File: src/core/ld_defs.svh
`ifndef LD_DEFS_SVH
`define LD_DEFS_SVH

// word layout
`define LD_WORD_W      16
`define LD_CODE_W      12
`define LD_SELH_BIT    15
`define LD_FAST_BIT    14
`define LD_PD_BIT      13
`define LD_SELL_BIT    12
`define LD_CODE_MSB    11
`define LD_LAST_BIT    5'h0f
`define LD_BYTE_LAST   4'h7
`define LD_WORD_LAST   4'hf

// synchroniser lanes and idle pin levels
`define LD_PIN_CS      2
`define LD_PIN_SCLK    1
`define LD_PIN_DIN     0
`define LD_PIN_IDLE    3'h6

// reset values
`define LD_CODE_RST    12'h000
`define LD_WORD_RST    16'h0000

// timing: clock period and pin times in ns, then pin times in clock cycles
`define LD_CLK_NS      5
`define LD_HALF_NS     25
`define LD_CSH_NS      50
`define LD_HALF_CYC    ((`LD_HALF_NS + `LD_CLK_NS - 1) / `LD_CLK_NS)
`define LD_CSH_CYC     ((`LD_CSH_NS + `LD_CLK_NS - 1) / `LD_CLK_NS)
`define LD_GAP_CYC     16

// controller register offsets (byte addresses)
`define LD_REG_WORD    8'h00
`define LD_REG_STAT    8'h04
`define LD_REG_CFG     8'h08
`define LD_STAT_BUSY   0
`define LD_CFG_BYTE    0

`endif

File: src/core/ld_pkg.sv
`default_nettype none

package ld_pkg;

  typedef enum logic [1:0] {
    D_IDLE  = 2'b00,
    D_SHIFT = 2'b01,
    D_ARMED = 2'b11,
    D_DONE  = 2'b10
  } ld_dev_state_e;

  typedef enum logic [2:0] {
    C_IDLE = 3'b000,
    C_HIGH = 3'b001,
    C_LOW  = 3'b011,
    C_TAIL = 3'b010,
    C_HOLD = 3'b110
  } ld_ctl_state_e;

  typedef enum logic [1:0] {
    T_B_BUF  = 2'b00,
    T_BUF    = 2'b01,
    T_A_XFER = 2'b10,
    T_RSVD   = 2'b11
  } ld_target_e;

endpackage

`default_nettype wire

File: src/core/ld_link_if.sv
`timescale 1ns/100ps
`default_nettype none

interface ld_link_if;
  logic cs_n;
  logic sclk;
  logic din;

  modport ctl (
    output cs_n,
    output sclk,
    output din
  );

  modport dev (
    input cs_n,
    input sclk,
    input din
  );
endinterface

`default_nettype wire

File: src/core/ld_dev.sv
// Summary of operation
// RULE1: select fall starts; clock falls shift MSB first
// RULE2: after sixteen bits or select rise, load latches
// RULE3: reset clears channels, buffer and control state
// RULE4: bits 15..12 program bits, 11..0 code
// RULE5: select code picks channel B, buffer, A
// RULE6: selected target takes the twelve code bits
// RULE7: speed bit one fast, zero slow
// RULE8: power bit one powers down, ignores rest
// RULE9: update on first clock rise after sixteenth fall
// RULE10: buffer word then A word updates both
// RULE11: controller lowers select first; bytes pair up
// RULE12: controller keeps shift clock at most 20 MHz
// RULE13: reserved select code leaves data latches alone
// RULE14: early select rise transfers once, then waits
//
// Chosen here: the register addresses and the Wishbone slave port.
`timescale 1ns/100ps
`default_nettype none
`include "ld_defs.svh"

module ld_dev (
  // system
  input  wire logic                   clk_i,
  input  wire logic                   rst_i,
  input  wire logic                   ce_i,
  // serial link
  ld_link_if.dev                      link,
  // converter codes
  output logic [`LD_CODE_W-1:0]       dac_a_o,
  output logic [`LD_CODE_W-1:0]       dac_b_o,
  output logic [`LD_CODE_W-1:0]       buf_o,
  // control state
  output logic                        fast_mode_o,
  output logic                        power_down_o,
  // update strobes
  output logic                        upd_a_o,
  output logic                        upd_b_o,
  output logic                        rsvd_o
);

  localparam logic [2:0] PIN_IDLE = `LD_PIN_IDLE;

  // pin synchronisers
  logic [2:0]                  pin_w;
  logic [2:0]                  s1_q;
  logic [2:0]                  s2_q;
  logic [2:0]                  s3_q;

  // frame state
  ld_pkg::ld_dev_state_e       st_q;
  ld_pkg::ld_dev_state_e       st_d;
  logic [`LD_WORD_W-1:0]       sh_q;
  logic [4:0]                  cnt_q;

  // decoded events
  logic                        cs_fall_w;
  logic                        cs_rise_w;
  logic                        sclk_fall_w;
  logic                        sclk_rise_w;
  logic                        din_w;
  logic                        take_w;
  logic [`LD_WORD_W-1:0]       word_nx_w;

  // commit path
  logic                        commit_w;
  logic [`LD_WORD_W-1:0]       cword_w;
  logic                        pd_w;
  logic                        fast_w;
  ld_pkg::ld_target_e          sel_w;
  logic [`LD_CODE_W-1:0]       code_w;
  logic                        live_w;
  logic                        wr_a_w;
  logic                        wr_b_w;
  logic                        wr_buf_w;
  logic                        wr_rsvd_w;

  // output registers
  logic [`LD_CODE_W-1:0]       dac_a_q;
  logic [`LD_CODE_W-1:0]       dac_b_q;
  logic [`LD_CODE_W-1:0]       buf_q;
  logic                        fast_q;
  logic                        pd_q;
  logic                        upd_a_q;
  logic                        upd_b_q;
  logic                        rsvd_q;

  assign pin_w = {link.cs_n, link.sclk, link.din};

  always_ff @(posedge clk_i) begin
    if (rst_i) begin
      s1_q <= PIN_IDLE;
      s2_q <= PIN_IDLE;
      s3_q <= PIN_IDLE;
    end else if (ce_i) begin
      s1_q <= pin_w;
      s2_q <= s1_q;
      s3_q <= s2_q;
    end
  end

  // edges seen on the second and third stages only
  assign cs_fall_w   = s3_q[`LD_PIN_CS] & ~s2_q[`LD_PIN_CS];
  assign cs_rise_w   = ~s3_q[`LD_PIN_CS] & s2_q[`LD_PIN_CS];
  assign sclk_fall_w = s3_q[`LD_PIN_SCLK] & ~s2_q[`LD_PIN_SCLK];
  assign sclk_rise_w = ~s3_q[`LD_PIN_SCLK] & s2_q[`LD_PIN_SCLK];
  assign din_w       = s2_q[`LD_PIN_DIN];

  // msb first into the shift register
  assign word_nx_w = {sh_q[`LD_WORD_W-2:0], din_w}; // RULE1
  assign take_w    = (st_q == ld_pkg::D_SHIFT) & sclk_fall_w
                     & ~cs_rise_w;

  always_comb begin
    st_d     = st_q;
    commit_w = 1'b0;
    cword_w  = sh_q;
    case (st_q)
      ld_pkg::D_IDLE: begin
        if (cs_fall_w) begin
          st_d = ld_pkg::D_SHIFT; // RULE1
        end
      end
      ld_pkg::D_SHIFT: begin
        if (cs_rise_w) begin
          // partial word still moves once
          st_d     = ld_pkg::D_IDLE; // RULE14
          commit_w = (cnt_q != 5'h00) | sclk_fall_w; // RULE2
          cword_w  = sclk_fall_w ? word_nx_w : sh_q;
        end else if (sclk_fall_w && cnt_q == `LD_LAST_BIT) begin
          st_d = ld_pkg::D_ARMED;
        end
      end
      ld_pkg::D_ARMED: begin
        // first rise after the sixteenth fall, or select rising
        if (sclk_rise_w | cs_rise_w) begin
          commit_w = 1'b1; // RULE9
          st_d     = cs_rise_w ? ld_pkg::D_IDLE : ld_pkg::D_DONE;
        end
      end
      ld_pkg::D_DONE: begin
        // further clocks ignored until select rises
        if (cs_rise_w) begin
          st_d = ld_pkg::D_IDLE; // RULE14
        end
      end
      default: begin
        st_d = ld_pkg::D_IDLE;
      end
    endcase
  end

  always_ff @(posedge clk_i) begin
    if (rst_i) begin
      st_q <= ld_pkg::D_IDLE;
    end else if (ce_i) begin
      st_q <= st_d;
    end
  end

  always_ff @(posedge clk_i) begin
    if (rst_i) begin
      sh_q  <= `LD_WORD_RST;
      cnt_q <= 5'h00;
    end else if (ce_i) begin
      if (cs_fall_w) begin
        sh_q  <= `LD_WORD_RST;
        cnt_q <= 5'h00;
      end else if (take_w) begin
        sh_q  <= word_nx_w; // RULE1
        cnt_q <= cnt_q + 5'h01;
      end
    end
  end

  // field split of the committed word
  assign sel_w  = ld_pkg::ld_target_e'({cword_w[`LD_SELH_BIT],
                                        cword_w[`LD_SELL_BIT]}); // RULE4
  assign fast_w = cword_w[`LD_FAST_BIT];
  assign pd_w   = cword_w[`LD_PD_BIT];
  assign code_w = cword_w[`LD_CODE_MSB:0]; // RULE4

  // power-down word touches nothing else
  assign live_w    = commit_w & ~pd_w; // RULE8
  assign wr_a_w    = live_w & (sel_w == ld_pkg::T_A_XFER); // RULE5
  assign wr_b_w    = live_w & (sel_w == ld_pkg::T_B_BUF); // RULE5
  assign wr_buf_w  = live_w & ((sel_w == ld_pkg::T_B_BUF)
                     | (sel_w == ld_pkg::T_BUF)); // RULE5
  assign wr_rsvd_w = live_w & (sel_w == ld_pkg::T_RSVD); // RULE13

  always_ff @(posedge clk_i) begin
    if (rst_i) begin
      dac_a_q <= `LD_CODE_RST; // RULE3
      dac_b_q <= `LD_CODE_RST; // RULE3
      buf_q   <= `LD_CODE_RST; // RULE3
    end else if (ce_i) begin
      if (wr_a_w) begin
        dac_a_q <= code_w; // RULE6
      end
      // channel B copies the old buffer on an A word
      if (wr_a_w) begin
        dac_b_q <= buf_q; // RULE10
      end else if (wr_b_w) begin
        dac_b_q <= code_w; // RULE6
      end
      if (wr_buf_w) begin
        buf_q <= code_w; // RULE6
      end
    end
  end

  always_ff @(posedge clk_i) begin
    if (rst_i) begin
      fast_q <= 1'b0; // RULE3
      pd_q   <= 1'b0; // RULE3
    end else if (ce_i && commit_w) begin
      pd_q <= pd_w; // RULE8
      if (!pd_w) begin
        fast_q <= fast_w; // RULE7
      end
    end
  end

  always_ff @(posedge clk_i) begin
    if (rst_i) begin
      upd_a_q <= 1'b0;
      upd_b_q <= 1'b0;
      rsvd_q  <= 1'b0;
    end else if (ce_i) begin
      upd_a_q <= wr_a_w; // RULE10
      upd_b_q <= wr_a_w | wr_b_w; // RULE10
      rsvd_q  <= wr_rsvd_w;
    end
  end

  assign dac_a_o      = dac_a_q;
  assign dac_b_o      = dac_b_q;
  assign buf_o        = buf_q;
  assign fast_mode_o  = fast_q;
  assign power_down_o = pd_q;
  assign upd_a_o      = upd_a_q;
  assign upd_b_o      = upd_b_q;
  assign rsvd_o       = rsvd_q;

endmodule

`default_nettype wire

File: src/flat_wrapper.sv
// flat-port wrapper written by rule: the top's interface ports become plain ports
module ld_dev_flat 
  (clk_i, rst_i, ce_i, dac_a_o, dac_b_o, buf_o, fast_mode_o, power_down_o, upd_a_o, upd_b_o, rsvd_o, link_cs_n, link_sclk, link_din);
  ld_link_if link_i ();
  input  wire logic clk_i;
  input  wire logic rst_i;
  input  wire logic ce_i;
  output logic [`LD_CODE_W-1:0] dac_a_o;
  output logic [`LD_CODE_W-1:0] dac_b_o;
  output logic [`LD_CODE_W-1:0] buf_o;
  output logic fast_mode_o;
  output logic power_down_o;
  output logic upd_a_o;
  output logic upd_b_o;
  output logic rsvd_o;
  input wire logic [$bits(link_i.cs_n)-1:0] link_cs_n;
  input wire logic [$bits(link_i.sclk)-1:0] link_sclk;
  input wire logic [$bits(link_i.din)-1:0] link_din;
  assign link_i.cs_n = link_cs_n;
  assign link_i.sclk = link_sclk;
  assign link_i.din = link_din;
  ld_dev u_core (.clk_i(clk_i), .rst_i(rst_i), .ce_i(ce_i), .link(link_i), .dac_a_o(dac_a_o), .dac_b_o(dac_b_o), .buf_o(buf_o), .fast_mode_o(fast_mode_o), .power_down_o(power_down_o), .upd_a_o(upd_a_o), .upd_b_o(upd_b_o), .rsvd_o(rsvd_o));
endmodule
File: config.mk
export PLATFORM = sky130hd
export DESIGN_NAME = ld_dev_flat
export DESIGN_NICKNAME = d
export VERILOG_FILES = /design/src/core/ld_pkg.sv /design/src/core/ld_link_if.sv /design/src/core/ld_dev.sv /design/src/flat_wrapper.sv
export VERILOG_INCLUDE_DIRS = /design/src /design/src/core
export SDC_FILE = /design/constraint.sdc
export NUM_CORES = 1
export LEC_CHECK = 0
export ABC_AREA = 1
export BUFFER_PORTS_ARGS = -buffer_cell sky130_fd_sc_hd__buf_2
export CAP_MARGIN = 0
export CORE_UTILIZATION = 51
export CTS_CLUSTER_DIAMETER = 100
export DETAILED_ROUTE_END_ITERATION = 7
export PLACE_DENSITY = 0.81
export SYNTH_ARGS = -nofsm -noshare
export SYNTH_HDL_FRONTEND = slang
export SYNTH_SLANG_ARGS = --single-unit
File: constraint.sdc
create_clock -name clk_i -period 2.16 [get_ports clk_i]
set_input_delay 0.432 -clock clk_i [delete_from_list [all_inputs] [get_ports clk_i]]
set_output_delay 0.432 -clock clk_i [all_outputs]
set_load 0.01 [all_outputs]
# Word level (Yosys, flattened, before mapping)
# Index checks and enable logic that the tools add are counted.
[totals]
word_cells = 79
input_bits = 6
regBits = 73
[classes]
eq_ne = 11
bitwise = 21
add_sub_neg = 1
reduce_logical = 13
mux = 19
[ops]
columns = ["cell", "n"]
rows = [
  ["two-way mux 16 bit", 5],
  ["two-way mux 12 bit", 2],
  ["two-way mux 2 bit", 6],
  ["AND 1 bit", 11],
  ["two-way mux 5 bit", 2],
  ["AND reduction 2 bit", 5],
  ["equality test 2 bit (second input constant)", 4],
  ["case mux 2 bit (4 select lines)", 1],
  ["!= test 2 x 1 -> 1 bit (second input constant)", 3],
  ["inverter 1 bit", 6],
  ["adder 5 x 1 -> 5 bit (second input constant)", 1],
  ["equality test 5 x 4 -> 1 bit (second input constant)", 1],
  ["AND reduction 5 bit", 1],
  ["nonzero test 5 bit", 1],
  ["equality test 2 x 1 -> 1 bit (second input constant)", 2],
  ["logical NOT 2 bit", 2],
  ["OR 1 bit", 4],
  ["nonzero test 2 bit", 2],
  ["!= test 3 x 2 -> 1 bit (second input constant)", 1],
  ["logical AND 1 bit", 2],
  ["two-way mux 1 bit", 2],
  ["case mux 1 bit (2 select lines)", 1],
]

# Longest topological paths before layout
[depth]
depth_word = 10
mapped_depth = 15
depth_no_buf = 14

# Worst setup path before layout
# Ideal clock, no wire load.
[synth_path]
path_kind = "reg-to-reg"
startpoint = "register u_core.cnt_q[0]"
endpoint = "register u_core.buf_q[10], in the netlist u_core.buf_o[10]"
stages_incl_launch_ff = 14
arrival_time_ns = 1.413
slack_ns = 0.632
period_less_slack_ns = 1.528
path_buffers = 1
path_cell_list = "dfxtp_1 -> inv_1 -> ha_1 -> inv_1 -> nor2_1 -> nand3_1 -> nand2_1 -> nand2_2 -> nand2_2 -> nor2_4 -> nand2_2 -> clkbuf_2 -> o21ai_0 -> nor2_1"
[synth_via]
elab_chain_len = 7
[synth_rtl]
columns = ["element", "line", "rtl"]
rows = [
  ["start: declaration", "ld_dev.sv:54", "logic [4:0] cnt_q;"],
  ["start signal: assignment", "ld_dev.sv:171", "cnt_q <= cnt_q + 5'h01;"],
  ["nonzero test 5 bit", "ld_dev.sv:128", "commit_w = (cnt_q != 5'h00) | sclk_fall_w;"],
  ["OR 1 bit", "ld_dev.sv:128", ""],
  ["two-way mux 1 bit", "ld_dev.sv:125", "if (cs_rise_w) begin"],
  ["case mux 1 bit (2 select lines)", "ld_dev.sv:118", "case (st_q)"],
  ["AND 1 bit", "ld_dev.sv:184", "assign live_w = commit_w & ~pd_w;"],
  ["AND 1 bit", "ld_dev.sv:187", "assign wr_buf_w = live_w & ((sel_w == ld_pkg::T_B_BUF)"],
  ["AND reduction 2 bit (no line)", "-", ""],
  ["end signal: assignment", "ld_dev.sv:195", "buf_q <= `LD_CODE_RST;"],
  ["end signal: assignment", "ld_dev.sv:207", "buf_q <= code_w;"],
  ["end: declaration", "ld_dev.sv:81", "logic [`LD_CODE_W-1:0] buf_q;"],
]
# No other way between the ends.
# A chain may end at the register's enable or synchronous reset.

# Worst setup path after layout
[layout_path]
startpoint = "register u_core.st_q[1]"
endpoint = "register u_core.dac_b_q[10], in the netlist u_core.dac_b_o[10]"
[layout_via]
elab_chain_len = 7
[layout_rtl]
columns = ["element", "line", "rtl"]
rows = [
  ["start: declaration", "ld_dev.sv:51", "ld_pkg::ld_dev_state_e st_q;"],
  ["start signal: assignment", "ld_dev.sv:155", "st_q <= ld_pkg::D_IDLE;"],
  ["start signal: assignment", "ld_dev.sv:157", "st_q <= st_d;"],
  ["equality test 2 x 1 -> 1 bit", "ld_dev.sv:118", ""],
  ["two-way mux 16 bit", "ld_dev.sv:118", ""],
  ["inverter 1 bit", "ld_dev.sv:184", ""],
  ["AND 1 bit", "ld_dev.sv:184", ""],
  ["AND 1 bit (on tied branches)", "ld_dev.sv:186, ld_dev.sv:185", ""],
  ["nonzero test 2 bit (no line)", "-", ""],
  ["AND reduction 2 bit (no line)", "-", ""],
  ["end signal: assignment", "ld_dev.sv:194", "dac_b_q <= `LD_CODE_RST;"],
  ["end signal: assignment", "ld_dev.sv:202", "dac_b_q <= buf_q;"],
  ["end signal: assignment", "ld_dev.sv:204", "dac_b_q <= code_w;"],
  ["end: declaration", "ld_dev.sv:80", "logic [`LD_CODE_W-1:0] dac_b_q;"],
]
# Several ways; a longest one is shown, not always the timed one. The select of a mux whose other input is x is not followed.

==> impl_results.md <==
* Clk sinks at 72
* Pins Over Slew Limit at 0
* Worst-Margin Slew at 0.5231 ns
* Fin crit share at 90.13%
* Count of cell types in the netlist at 24
* Core area at 0.006459 mm²
* RD Place Congestion at 0.9118
* CTS tree: yes
* Final setup violation count at 0
* Post-synthesis cell count at 496
* Reg clk slew, reported paths at 0.08 ns
* Vias/cell at 5.224
* I/O pin total at 47
* Design Area, Final at 0.003938 mm²
* Worst hold margin at 0.2926 ns
* Number of global-route vias before repair at 2926
* Crit path required time at 2.41 ns
* RSZ-0062 raised after global routing: no
* Max H-tree Level at 3
* Critical path class: register to register
* Worst R2R Path Depth at 10
* Syn Nets at 505
* Syn Area/Cell at 6.965 µm²
* Post-synth top flop: dfxtp_1
* Crit. Startpoint: u_core.st_q[1]
* Crit. End Element: register
* Residual DRC at 6
* Clock latency at the later pin of the worst-skew pair at 0.35 ns
* Final ANT Viol Nets at 0
* M2 GR Usage at 39.20%
* Root Driver: clkbuf_8
* Largest net degree at the start of global routing at 36
* Gr usage total at 23.04%
* Seq cells post-synth at 72
* Worst hold path type: input pin to register
* Final Net Count at 543
* Layout cells sized above 1 at 17.29%
* Synth async-reset ratio at 0%
* Footprint of the multi-input gates at 0.001483 mm²
* Congestion Overflow GR at 0
* Max Cap Viol at 0
* DP HPWL at 5.308 mm
* Post-DP Area at 0.003671 mm²
* Total via count in the routed design at 3213
* Post-CTS Setup Inserts at 0
* Startpoint Class: register
* LEAKAGE at 1.937 nW
* CTS Buf Count at 9
* Rows at 29
* Pwr Density at 772.3 mW/mm²
* Initial antenna violation count at 0
* Post-route setup TNS at 0 ns
* Failing checks: DRC
* Number of diodes at 0
* Final WL at 7.877 mm
* Worst r2r src: u_core.st_q[1]
* CTS Buffer Depth at 2
* DIE HEIGHT at 84.30 µm
* First-pass GRT wire length at 13.24 mm
* Status: complete, but fails checks
* Post-place setup slack at 0.2867 ns
* Initial DRT Pass Iterations at 8
* Register area share after synthesis at 41.72%
* Peak supply drop at 0.0004427 V
* Die area at 0.007106 mm²
* Crit Path Max Fanout at 25
* Synthesized cell area at 0.003455 mm²
* Area delta synth->final at 13.98%
* Routing usage on met3 at 3.933%
* Drt initial violations at 200
* GR peak layer: met2
* Reg area at 0.001441 mm²
* Endpoint of the lowest-slack register-to-register path: u_core.dac_b_o[10]
* I/O Buffers at 46
* Yosys synthesis warning count at 0
* Final Critical Period at 1.947 ns
* Final Skew at 0.009934 ns
* CP Capture Point: u_core.dac_b_o[10]
* Die Wd at 84.30 µm
* Hold_buf cts at 0
* Worst setup margin at 0.2132 ns
* Post_cts resized at 0
* Routed length per instance at 12.81 µm
* Fillers at 569
* Number of flops mapped to enable cells by yosys at 0
* Met1 Use GR at 28.69%
* FMAX at 0.5137 GHz
* Crit path DAT at 2.20 ns
* Final-report hold violation count at 0
* Initial Util at 53.49%
* Setup slack, reg-to-reg at 0.21 ns
* Slew Limit Headroom at 65.08%
## per-stage QoR
step           total power, mW  util [%]  cells
6_report                 3.041     60.96    615
5_1_grt                  3.133     60.96    615
4_1_cts                  3.034     60.96    615
3_5_place_dp             1.653     56.84    600
3_3_place_gp             1.646     56.84    600
2_1_floorplan            1.599         -    496
## cell usage in the layout (no fill, tap or decap), drive strengths merged
cell,count
nand3,35
nor2,61
o21ai,51
a21oi,42
clkinv,1
bufinv,4
nand2,83
dfxtp,72
a22oi,2
inv,100
nor3,7
clkbuf,10
a211oi,15
buf,52
ha,3
## registers in the layout (all words and copies together) (netlist names)
signal / cells
u_core.sh_q: 16
u_core.buf_o: 12
u_core.dac_a_o: 12
u_core.dac_b_o: 12
u_core.cnt_q: 5
u_core.s1_q: 3
u_core.s2_q: 3
u_core.s3_q: 2
u_core.st_q: 2
u_core.fast_mode_o: 1
u_core.power_down_o: 1
u_core.rsvd_o: 1
u_core.upd_a_o: 1
u_core.upd_b_o: 1
## cells in the mapped netlist, types with 2 or more instances
master     n  share of area [%]
nand2_2    7                1.3
nor2_4     5                1.6
nor2_2     4               0.72
clkbuf_1   9               0.98
dfxtp_1   72                 42
ha_1       3                1.1
nor3_1     7                1.0
inv_1     94                 10
o21ai_1   14                2.0
o21ai_0   36                5.2
buf_6      5                1.6
a211oi_1  15                3.3
nand2_1   75                8.1
clkbuf_2   2               0.29
nand3_1   33                4.8
buf_2      5               0.72
inv_2      6               0.65
a22oi_1    2               0.43
buf_4      4               0.87
a21oi_1   42                6.1
nor2_1    52                5.7
nand3_4    2                1.0
## layout make-up
| cell class | instances | share of cell area (%) |
|---|---|---|
| multi-input combinational | 299 | 37.65 |
| tap | 77 | 2.447 |
| inverter | 100 | 9.533 |
| clock inverter | 5 | 3.273 |
| clock buffer | 10 | 3.495 |
| sequential | 72 | 36.61 |
| timing repair buffer | 52 | 6.991 |
## routing by layer
layer	share of wire (%)	up-vias	routed length, µm
li1	-	1628	-
met2	46	102	3650
met4	2.7	0	210
met3	5.2	20	406
met1	46	1463	3609
met5	0	-	0
## logic make-up after synthesis
kind of cell / share of synthesized area [%]
AOI/OAI and AO/OA: 17.28
DFF: 41.72
and+or+nand+nor: 24.56
buffers and inverters: 15.36
adders and majority gates: 1.087
## worst max-delay path: stages (launching register included)
cell and delay, ns:
dfxtp_1 0.43, nor2_2 0.08, nand3_4 0.12, buf_4 0.25, nand2_1 0.11, o21ai_2 0.06
nand2_1 0.07, nor2_2 0.38, nand3_1 0.21, nand2_1 0.09, inv_1 0.03
## worst min-delay path by stage
stage / from / to / slack (ns) / cells past startpoint
finish: link_sclk / u_core.s1_q[1] / 0.29 / 3
detailed placement: u_core.s1_q[2] / u_core.s1_q[2] / 0.45 / 2
global route: link_sclk / u_core.s1_q[1] / 0.31 / 3
CTS: link_sclk / u_core.s1_q[1] / 0.29 / 3
global placement: u_core.s1_q[1] / u_core.s1_q[1] / 0.44 / 2
floorplan: u_core.s1_q[1] / u_core.s1_q[1] / 0.43 / 2
## report_power, final
group	internal (mW)	switching [mW]
registers	1.36	0.0340
logic	0.0741	0.158
clock network	0.911	0.499
total	2.35	0.691
Power figures use the tool's default switching activity.
